### config.mk
export PLATFORM = sky130hd
export DESIGN_NAME = clp_regs
export DESIGN_NICKNAME = d
export VERILOG_FILES = /design/src/clp_pkg.sv /design/src/clp_regs.sv
export SDC_FILE = /design/constraint.sdc
export NUM_CORES = 1
export LEC_CHECK = 0
export BUFFER_PORTS_ARGS = -buffer_cell sky130_fd_sc_hd__buf_2
export CAP_MARGIN = 40
export CORE_MARGIN = 2
export CORE_UTILIZATION = 45
export DETAILED_ROUTE_END_ITERATION = 10
export PLACE_DENSITY = 0.73
export SYNTH_ARGS = -nofsm -noshare
export SYNTH_HDL_FRONTEND = slang
export SYNTH_SLANG_ARGS = --single-unit
### constraint.sdc
create_clock -name clk -period 4.23 [get_ports clk]
set_clock_uncertainty 0.15 [all_clocks]
set_input_delay 0.2115 -clock clk [delete_from_list [all_inputs] [get_ports clk]]
set_output_delay 0.2115 -clock clk [all_outputs]
set_load 0.005 [all_outputs]
### src/clp_pkg.sv
// constants for the closed-loop settings register slice
// assumes a single 100 MHz clock and a simple synchronous register port
package clp_pkg;
    localparam int unsigned CLP_ADDR_W = 8;
    localparam int unsigned CLP_DATA_W = 32;

    // word addresses on the register port
    localparam logic [7:0] CLP_ADDR_ONE = 8'h84;
    localparam logic [7:0] CLP_ADDR_TWO = 8'h88;

    localparam logic [31:0] CLP_RESET_ONE = 32'h00000000;
    localparam logic [31:0] CLP_RESET_TWO = 32'h00000000;
    localparam logic [31:0] CLP_READ_NONE = 32'h00000000;

    // shared by both words
    localparam int unsigned CLP_PARITY_BIT = 31;

    // word one fields
    localparam int unsigned CLP_FREQ_HI = 17;
    localparam int unsigned CLP_FREQ_LO = 13;
    localparam int unsigned CLP_MOD_HI = 12;
    localparam int unsigned CLP_MOD_LO = 11;
    localparam int unsigned CLP_COMPL_BIT = 10;
    localparam int unsigned CLP_SIGN_BIT = 9;
    localparam int unsigned CLP_LEAD_HI = 8;
    localparam int unsigned CLP_LEAD_LO = 1;

    // word two fields
    localparam int unsigned CLP_FBSEL_HI = 30;
    localparam int unsigned CLP_FBSEL_LO = 29;
    localparam int unsigned CLP_FBDIV_HI = 28;
    localparam int unsigned CLP_FBDIV_LO = 25;
    localparam int unsigned CLP_FBCFG_BIT = 24;
    localparam int unsigned CLP_FBTHR_HI = 23;
    localparam int unsigned CLP_FBTHR_LO = 21;
    localparam int unsigned CLP_STOP_HI = 20;
    localparam int unsigned CLP_STOP_LO = 18;
    localparam int unsigned CLP_BRKT_HI = 17;
    localparam int unsigned CLP_BRKT_LO = 14;
    localparam int unsigned CLP_SPIN_HI = 13;
    localparam int unsigned CLP_SPIN_LO = 11;
    localparam int unsigned CLP_DUTY_HI = 10;
    localparam int unsigned CLP_DUTY_LO = 8;
    localparam int unsigned CLP_SURGE_BIT = 7;
    localparam int unsigned CLP_CBC_HI = 6;
    localparam int unsigned CLP_CBC_LO = 3;

    // switching frequency decode, result in kHz
    localparam logic [4:0] CLP_FREQ_FINE_LAST = 5'h0F;
    localparam logic [4:0] CLP_FREQ_COARSE_FIRST = 5'h10;
    localparam logic [6:0] CLP_FREQ_FINE_BASE = 7'h05;
    localparam logic [6:0] CLP_FREQ_COARSE_BASE = 7'h19;
    localparam logic [6:0] CLP_FREQ_COARSE_STEP = 7'h05;

    // lead angle: 0.12 degree per count, reported in hundredths of a degree
    localparam logic [11:0] CLP_LEAD_CENTIDEG_STEP = 12'h00C;

    typedef enum logic [1:0] {
        CLP_MOD_HIGH_SIDE,
        CLP_MOD_LOW_SIDE,
        CLP_MOD_MIXED,
        CLP_MOD_INVALID
    } clp_mod_t;
endpackage : clp_pkg

### src/clp_regs.sv
// closed-loop settings register slice: two read/write words and their decoded fields
// assumes a synchronous register port driven by the configuration interface logic
`timescale 1ns/10ps
module clp_regs (
    // clock and reset
    input wire logic clk,
    input wire logic rst_n,
    // register port
    input wire logic [clp_pkg::CLP_ADDR_W-1:0] reg_addr,
    input wire logic reg_wr,
    input wire logic reg_rd,
    input wire logic [clp_pkg::CLP_DATA_W-1:0] reg_wdata,
    output logic [clp_pkg::CLP_DATA_W-1:0] reg_rdata,
    output logic reg_ack,
    output logic reg_err,
    // pwm controls from word one
    output logic [6:0] switching_frequency_khz,
    output logic [4:0] switching_frequency_sel,
    output clp_pkg::clp_mod_t modulation_side_sel,
    output logic modulation_invalid,
    output logic complementary_mode,
    output logic lead_sign,
    output logic [7:0] lead_magnitude,
    output logic [12:0] lead_angle_centideg,
    // controls from word two
    output logic [1:0] feedback_output_select,
    output logic [3:0] feedback_output_divider,
    output logic feedback_output_config,
    output logic [2:0] feedback_backemf_threshold,
    output logic [2:0] stop_method,
    output logic [3:0] stop_brake_time,
    output logic [2:0] active_spindown_threshold,
    output logic [2:0] brake_duty_limit,
    output logic surge_guard_enable,
    output logic [3:0] cycle_current_limit
);
    import clp_pkg::*;

    logic [31:0] closed_loop_settings_one;
    logic [31:0] closed_loop_settings_two;
    logic [31:0] next_one;
    logic [31:0] next_two;
    logic [31:0] next_rdata;
    logic next_ack;
    logic next_err;
    logic [6:0] next_freq_khz;
    logic [11:0] next_lead_abs;
    logic [12:0] next_lead_angle;
    logic [4:0] next_switching_frequency_sel;
    clp_mod_t next_modulation_side_sel;
    logic next_modulation_invalid;
    logic next_complementary_mode;
    logic next_lead_sign;
    logic [7:0] next_lead_magnitude;
    logic [1:0] next_feedback_output_select;
    logic [3:0] next_feedback_output_divider;
    logic next_feedback_output_config;
    logic [2:0] next_feedback_backemf_threshold;
    logic [2:0] next_stop_method;
    logic [3:0] next_stop_brake_time;
    logic [2:0] next_active_spindown_threshold;
    logic [2:0] next_brake_duty_limit;
    logic next_surge_guard_enable;
    logic [3:0] next_cycle_current_limit;
    logic hit_one;
    logic hit_two;
    logic wr_one;
    logic wr_two;

    // address decode and the port answer
    always_comb begin
        hit_one = (reg_addr == CLP_ADDR_ONE);
        hit_two = (reg_addr == CLP_ADDR_TWO);
        wr_one = reg_wr && hit_one;
        wr_two = reg_wr && hit_two;
        next_rdata = CLP_READ_NONE;
        next_ack = reg_wr | reg_rd;
        next_err = (reg_wr | reg_rd) & ~(hit_one | hit_two);
        // a read together with a write to the same word returns the old value
        if (reg_rd && hit_one) begin
            next_rdata = closed_loop_settings_one;
        end else if (reg_rd && hit_two) begin
            next_rdata = closed_loop_settings_two;
        end
    end

    always_ff @(posedge clk) begin
        if (!rst_n) begin
            reg_rdata <= CLP_READ_NONE;
            reg_ack <= 1'b0;
            reg_err <= 1'b0;
        end else begin
            reg_rdata <= next_rdata;
            reg_ack <= next_ack;
            reg_err <= next_err;
        end
    end

    // the two settings words, each stored whole
    clp_word #(
        .RESET_VALUE(CLP_RESET_ONE)
    ) u_word_one (
        .clk(clk),
        .rst_n(rst_n),
        .wr_en(wr_one),
        .wdata(reg_wdata),
        .word(closed_loop_settings_one),
        .next_word(next_one)
    );

    clp_word #(
        .RESET_VALUE(CLP_RESET_TWO)
    ) u_word_two (
        .clk(clk),
        .rst_n(rst_n),
        .wr_en(wr_two),
        .wdata(reg_wdata),
        .word(closed_loop_settings_two),
        .next_word(next_two)
    );

    // decoded controls, computed from the value being stored so they track the word
    always_comb begin
        next_switching_frequency_sel = next_one[CLP_FREQ_HI:CLP_FREQ_LO];
        // 1 kHz steps up to 20 kHz, then 5 kHz steps from 25 kHz
        if (next_switching_frequency_sel <= CLP_FREQ_FINE_LAST) begin
            next_freq_khz = CLP_FREQ_FINE_BASE + {2'h0, next_switching_frequency_sel};
        end else begin
            next_freq_khz = 7'(CLP_FREQ_COARSE_BASE + CLP_FREQ_COARSE_STEP
                * {2'h0, 5'(next_switching_frequency_sel - CLP_FREQ_COARSE_FIRST)});
        end
        next_modulation_side_sel = clp_mod_t'(next_one[CLP_MOD_HI:CLP_MOD_LO]);
        next_modulation_invalid = (next_modulation_side_sel == CLP_MOD_INVALID);
        next_complementary_mode = next_one[CLP_COMPL_BIT];
        next_lead_sign = next_one[CLP_SIGN_BIT];
        next_lead_magnitude = next_one[CLP_LEAD_HI:CLP_LEAD_LO];
        next_lead_abs = 12'({4'h0, next_lead_magnitude} * CLP_LEAD_CENTIDEG_STEP);
        // sign bit clear means the angle is applied negative
        if (next_lead_sign) begin
            next_lead_angle = {1'b0, next_lead_abs};
        end else begin
            next_lead_angle = 13'(-{1'b0, next_lead_abs});
        end
        next_feedback_output_select = next_two[CLP_FBSEL_HI:CLP_FBSEL_LO];
        next_feedback_output_divider = next_two[CLP_FBDIV_HI:CLP_FBDIV_LO];
        next_feedback_output_config = next_two[CLP_FBCFG_BIT];
        next_feedback_backemf_threshold = next_two[CLP_FBTHR_HI:CLP_FBTHR_LO];
        next_stop_method = next_two[CLP_STOP_HI:CLP_STOP_LO];
        next_stop_brake_time = next_two[CLP_BRKT_HI:CLP_BRKT_LO];
        next_active_spindown_threshold = next_two[CLP_SPIN_HI:CLP_SPIN_LO];
        next_brake_duty_limit = next_two[CLP_DUTY_HI:CLP_DUTY_LO];
        next_surge_guard_enable = next_two[CLP_SURGE_BIT];
        next_cycle_current_limit = next_two[CLP_CBC_HI:CLP_CBC_LO];
    end

    always_ff @(posedge clk) begin
        if (!rst_n) begin
            // outputs start as the decode of the reset words
            switching_frequency_khz <= CLP_FREQ_FINE_BASE;
            switching_frequency_sel <= CLP_RESET_ONE[CLP_FREQ_HI:CLP_FREQ_LO];
            modulation_side_sel <= clp_mod_t'(CLP_RESET_ONE[CLP_MOD_HI:CLP_MOD_LO]);
            modulation_invalid <= 1'b0;
            complementary_mode <= CLP_RESET_ONE[CLP_COMPL_BIT];
            lead_sign <= CLP_RESET_ONE[CLP_SIGN_BIT];
            lead_magnitude <= CLP_RESET_ONE[CLP_LEAD_HI:CLP_LEAD_LO];
            lead_angle_centideg <= '0;
            feedback_output_select <= CLP_RESET_TWO[CLP_FBSEL_HI:CLP_FBSEL_LO];
            feedback_output_divider <= CLP_RESET_TWO[CLP_FBDIV_HI:CLP_FBDIV_LO];
            feedback_output_config <= CLP_RESET_TWO[CLP_FBCFG_BIT];
            feedback_backemf_threshold <= CLP_RESET_TWO[CLP_FBTHR_HI:CLP_FBTHR_LO];
            stop_method <= CLP_RESET_TWO[CLP_STOP_HI:CLP_STOP_LO];
            stop_brake_time <= CLP_RESET_TWO[CLP_BRKT_HI:CLP_BRKT_LO];
            active_spindown_threshold <= CLP_RESET_TWO[CLP_SPIN_HI:CLP_SPIN_LO];
            brake_duty_limit <= CLP_RESET_TWO[CLP_DUTY_HI:CLP_DUTY_LO];
            surge_guard_enable <= CLP_RESET_TWO[CLP_SURGE_BIT];
            cycle_current_limit <= CLP_RESET_TWO[CLP_CBC_HI:CLP_CBC_LO];
        end else begin
            switching_frequency_khz <= next_freq_khz;
            switching_frequency_sel <= next_switching_frequency_sel;
            modulation_side_sel <= next_modulation_side_sel;
            modulation_invalid <= next_modulation_invalid;
            complementary_mode <= next_complementary_mode;
            lead_sign <= next_lead_sign;
            lead_magnitude <= next_lead_magnitude;
            lead_angle_centideg <= next_lead_angle;
            feedback_output_select <= next_feedback_output_select;
            feedback_output_divider <= next_feedback_output_divider;
            feedback_output_config <= next_feedback_output_config;
            feedback_backemf_threshold <= next_feedback_backemf_threshold;
            stop_method <= next_stop_method;
            stop_brake_time <= next_stop_brake_time;
            active_spindown_threshold <= next_active_spindown_threshold;
            brake_duty_limit <= next_brake_duty_limit;
            surge_guard_enable <= next_surge_guard_enable;
            cycle_current_limit <= next_cycle_current_limit;
        end
    end
endmodule : clp_regs

// one stored settings word: whole-word write, own reset value
module clp_word #(
    parameter logic [clp_pkg::CLP_DATA_W-1:0] RESET_VALUE = clp_pkg::CLP_RESET_ONE
) (
    // clock and reset
    input wire logic clk,
    input wire logic rst_n,
    // write side
    input wire logic wr_en,
    input wire logic [clp_pkg::CLP_DATA_W-1:0] wdata,
    // stored word and the value it takes at the next edge
    output logic [clp_pkg::CLP_DATA_W-1:0] word,
    output logic [clp_pkg::CLP_DATA_W-1:0] next_word
);
    import clp_pkg::*;

    // parity and reserved bits are stored like any other, nothing is checked
    always_comb begin
        next_word = word;
        if (wr_en) begin
            next_word = wdata;
        end
    end

    always_ff @(posedge clk) begin
        if (!rst_n) begin
            word <= RESET_VALUE;
        end else begin
            word <= next_word;
        end
    end
endmodule : clp_word

======== Word level (Yosys, flattened, before mapping) ========
Cells that the tools add are included.
W data, S select, Z words.
storage, ports and cells
  flip-flop bits (word level) ............. 164
  bits in latches ......................... 0
  bits in writable memories ............... 0
  memory bits (read-only) ................. 0
  input bits .............................. 44
  output and inout port bits .............. 100
  logic and storage cells ................. 52
  memories ................................ 0
operators by class
  add/sub/neg operators ................... 4
  multipliers ............................. 2
  div/mod/pow operators ................... 0
  magnitude comparators ................... 1
  equal/unequal tests ..................... 3
  shift-type cells ........................ 0
  muxes and demuxes ....................... 6
  bitwise gates (word level) .............. 5
  reduce and logical (&&, ||, !) cells .... 5
operators by type and width
  kind                    count
  $mux W32                2
  $mux W31                1
  $mux W18                1
  $eq A8 B8 Y1 const B    2
  $neg A12 Y13            1
  $mux W12                1
  $mul A8 B2 Y10 const B  1
  $add A5 B7 Y7 const A   1
  $mul A3 B5 Y7 const A   1
  $mux W7                 1
  $add A3 B5 Y6 const A   1
  $le A5 B4 Y1 const B    1
  $sub A5 B5 Y5 const B   1
  $logic_and A1 B1 Y1     4
  $eq A2 B2 Y1 const B    1
  $not A1 Y1              2
  $or A1 B1 Y1            2
  $reduce_or A2 Y1        1
  $and A1 B1 Y1           1

======== Depth between registers and ports, before layout ========
  depth after elaboration ................. 7
  depth in mapped cells ................... 18
  mapped depth without buffers ............ 13

======== Cells and area by module ========
From an unflattened synthesis, not the netlist that was laid out.
unflattened totals
  cell total of the unflattened synthesis .. 586
  area total of the unflattened synthesis .. 6692.7 um^2
by module, submodules not included
  module    instances  cells an instance  area an instance (um^2)
  clp_regs  1          380                3890.0
  clp_word  2          103                1401.3

======== Least setup slack after synthesis ========
No wires, ideal clock.
  kind .................................... input port to flip-flop
  from .................................... in reg_addr[1] (netlist name)
  to ...................................... reg lead_angle_centideg[12]
  library setup time ...................... 0.116 ns
  arrival time ............................ 4.075 ns
  data required time ...................... 3.964 ns
  path slack .............................. -0.111 ns
  cell stages on the path ................. 18
  path buffers ............................ 6
  cells stage by stage .................... or4_1 -> buf_2 -> or3_1 -> buf_2 -> buf_6 -> buf_2 -> mux2i_1 -> xor2_1 -> ha_1 -> clkbuf_1 -> nor2b_1 -> o21a_1 -> nor3_1 -> a2111oi_1 -> nor4bb_1 -> buf_2 -> nand3_1 -> o211a_1
on the way
  cells in the longest elaborated chain, start to end .. 5
  elaborated cells on any way between the ends .. 6
  classes of those cells .................. 1 x add/sub; 1 x mul; 1 x eq/ne; 1 x mux; 2 x reduce/logical
ends and longest elaborated chain
  item                   line             text
  from (decl)            clp_regs.sv:9    input wire logic [clp_pkg::CLP_ADDR_W-1:0] reg_addr,
  $eq A8 B8 Y1 *         clp_regs.sv:72   hit_one = (reg_addr == CLP_ADDR_ONE);
  $logic_and A1 B1 Y1 *  clp_regs.sv:74   wr_one = reg_wr && hit_one;
  $mux W18 *             clp_regs.sv:219  if (wr_en) begin
  $mul A8 B2 Y10         clp_regs.sv:137  next_lead_abs = 12'({4'h0, next_lead_magnitude} * CLP_LEAD_CENTIDEG_STEP);
  $neg A12 Y13           clp_regs.sv:142  next_lead_angle = 13'(-{1'b0, next_lead_abs});
  to (signal assigned)   clp_regs.sv:185  lead_angle_centideg <= next_lead_angle;
  to (decl)              clp_regs.sv:24   output logic [12:0] lead_angle_centideg,
Mark *: on every way between the ends. The rest lies on a longest branch, timed or not.
A chain may end at the register's enable or synchronous reset.

======== Final worst setup path ========
  from .................................... in reg_addr[1] (netlist name)
  to ...................................... reg lead_angle_centideg[12]
on the way
  cells in the longest elaborated chain, start to end .. 5
  elaborated cells on any way between the ends .. 6
  classes of those cells .................. 1 x add/sub; 1 x mul; 1 x eq/ne; 1 x mux; 2 x reduce/logical
ends and longest elaborated chain
  item                   line             text
  $eq A8 B8 Y1           clp_regs.sv:72
  $logic_and A1 B1 Y1    clp_regs.sv:74
  $mux W18               clp_regs.sv:219
  named net next_one[7]  clp_regs.sv:41   logic [31:0] next_one;
  $mul A8 B2 Y10         clp_regs.sv:137
  $neg A12 Y13           clp_regs.sv:142
The timed path passes the listed nets, and every way through them passes these cells.

==> qor.csv <==
metric;value;unit
status;finished with violations;
failing checks;design-rule violations;
NumNets Final;832;
synth unique cells;63;
number of global-route vias before repair;4756;
cell accounting for the most synthesized area;dfxtp_1;
crit start category;primary input;
Comb pwr share;0.039;
initial antenna violation count;0;
post-DP HPWL;9.10;mm
CTS resizes;0;
Worst-Skew Late Latency;0.41;ns
most instantiated cells after synthesis;nand2_1 (127), dfxtp_1 (116), nor2_1 (64), a21oi_1 (63), buf_4 (44);
Setup TNS;0;ns
Worst IR Drop VDD;241;µV
H-Tree Depth;4;
clock period minus worst slack;3.84;ns
hold path cells;3;
slowest CP cell;or3_2;
number of I/O port buffers;141;
clk slew on worst S/H paths;0.06;ns
Die Wd;113;µm
predominant post-synthesis flop cell;dfxtp_1;
Avg Cell Area, Syn;8.36;µm²
Worst R2R Path Depth;13;
count leader, synth;nand2_1;
Worst Min Path Start;reg_addr[6];
ys async rst share;0;
worst flop-to-flop path startpoint;lead_magnitude[2];
Slew headroom;0.417;
initial core utilization;0.465;
endpoints failing setup;0;
Post-synth EDFFs;0;
Area Growth Syn to Fin;28.9;%
clock buffer depth;2;
Clock Power Share;0.561;
core region area;0.0115;mm²
Syn Inst Count;640;
post-synthesis register bit count;116;
Synth area leaders;dfxtp_1 (43%), nand2_1 (8.9%), buf_4 (6.2%);
die area;0.0128;mm²
total global routing overflow;0;
unrepaired setup endpoints after global routing;false;
CTS tree;yes;
DR vias;4888;
share of cells above drive strength 1;0.263;
Max Freq;260;MHz
Power Total;2.74;mW
post-synth top area share;0.434;
Lkg Pwr;3.18;nW
reg2reg end;lead_angle_centideg[12];
first-pass GRT wire length;22.9;mm
Psw;0.562;mW
# Post-CTS Setup Buffers;0;
R2R Setup Slk;0.96;ns
WP data arrival;3.99;ns
IO Count;144;
switch share;0.205;
Max stage delay on crit path;0.65;ns
Pwr Density;398;mW/mm²
internal power;2.18;mW
Finished Core Util;0.599;
Total GRT Usage;0.224;
DRC violations left;12;
max-slew violations;0;
Num CTS Buffers;17;
Via density;5.28;
Worst Hold End;reg_err;
Die Height;113;µm
critical path fanouts, max;10;
DRT Pass-1 Iters;9;
FP Rows;39;
Seq pwr share;0.400;
DRT iter0 DRCs;456;
Routed WL per cell;15.3;µm
Max-cap violations;0;
aggregate routed wire length;14.2;mm
Layout fillers;980;
largest net degree at the start of global routing;57;
Clk Tree Root Cell;clkbuf_16;
post-route ant nets;0;
number of diodes;0;
Yosys warning total;0;
critical setup path kind;primary input to flip-flop;
Hold WC Path Type;primary input to flip-flop;
worst slew pin tran;0.873;ns
CP Data Required Time;4.38;ns
cell area after synthesis;0.00535;mm²
CP Capture Type;flip-flop;
Placer Congestion;0.955;
Period Utilization, post-route;0.909;
cell chain of the critical path;buf_2, or4_1, or3_2, mux2i_1, inv_1, ha_1, o21ai_0, o21bai_1, nor4bb_1, a311oi_1, a211oi_4, nand3_1, o211a_1;
register area share after synthesis;0.434;
Clock Sinks;116;
endpoints failing hold;0;
[metal layers]
layer | wire length [µm] | global-route usage | share of wire | vias to the layer above
met5 | 0 | 0 | 0 | -
met4 | 323 | 0.111 | 0.023 | 0
met3 | 971 | 0.0627 | 0.068 | 26
met2 | 6690 | 0.369 | 0.47 | 188
met1 | 6200 | 0.268 | 0.44 | 2280
li1 | - | - | - | 2394
[layout by cell type, fill, tap and decap left out, drive strengths merged, types with 5 or more instances in the layout]
master / count
nand2b: 5
nand3: 6
o21ai: 5
a21oi: 64
clkbuf: 21
inv: 15
mux2i: 17
nand4b: 5
nor3: 10
dfxtp: 116
dlygate4sd3: 35
xor2: 5
ha: 16
nand2: 127
nor2: 64
xnor2: 11
a22oi: 32
buf: 159
[registers in the layout, summed over array words and instances (netlist names), 5 cells and up]
register / cells
u_word_two.word: 32
switching_frequency_khz: 7
switching_frequency_sel: 5
lead_magnitude: 7
reg_rdata: 32
u_word_one.word: 19
lead_angle_centideg: 10
[stage by stage]
stage,setup slack (ns),hold WS (ns),cells,cell area (µm²)
after floorplan,0.0111,0.197,641,5360
after global placement,0.152,0.292,859,5900
after detailed placement,0.0671,0.296,859,5900
after CTS,0.455,0.00719,926,6900
after global routing,0.0650,0.0949,926,6900
final,0.385,0.0294,926,6900
[power by group through the flow]
stage / Sequential (mW) / Combinational (mW) / Clock [mW]
floorplan: 1.12 / 0.0394 / 0
global placement: 1.12 / 0.0778 / 0
detailed placement: 1.12 / 0.0789 / 0
CTS: 1.10 / 0.104 / 1.56
global route: 1.10 / 0.116 / 1.61
finish: 1.10 / 0.106 / 1.54
[cell type report]
class                           count  area (µm²)  area share
Clock buffer                       21         470      0.0682
Clock inverter                     11         173      0.0250
Inverter                           13        48.8     0.00708
Multi-Input combinational cell    428        2510       0.364
Sequential cell                   116        2320       0.337
Tap cell                          143         179      0.0259
Timing Repair Buffer              194        1190       0.173
[worst max-delay path by stage]
stage | start | end | slack, ns
after floorplan | reg_addr[1] | lead_angle_centideg[12] | 0.01
after global placement | reg_addr[1] | lead_angle_centideg[12] | 0.15
after detailed placement | reg_addr[1] | lead_angle_centideg[12] | 0.07
after CTS | reg_addr[1] | lead_angle_centideg[12] | 0.45
after global routing | reg_addr[1] | lead_angle_centideg[8] | 0.07
final | reg_addr[1] | lead_angle_centideg[12] | 0.39
[worst max-delay path, delay by kind of cell]
kind / cells / cell delay (ns)
AND/OR/NAND/NOR: 4 / 1.78
AO/OA/AOI/OAI: 5 / 1.24
adder cells (fa/ha/maj): 1 / 0.31
buffers and inverters: 2 / 0.21
multiplexers: 1 / 0.25
[cell families after synthesis]
family          share of synthesized area
compound gates                      0.155
xor+xnor                           0.0262
fa+ha+maj                          0.0449
buf+inv                             0.101
flops                               0.434
mux                                0.0367
other cells                      0.000701
simple gates                        0.202
[timing repair]
action	in CTS	in global routing
hold endpoints to repair	59	0
endpoints found under the setup margin	0	0
hold buffers	35	0
(Power assumes the default switching activity.)
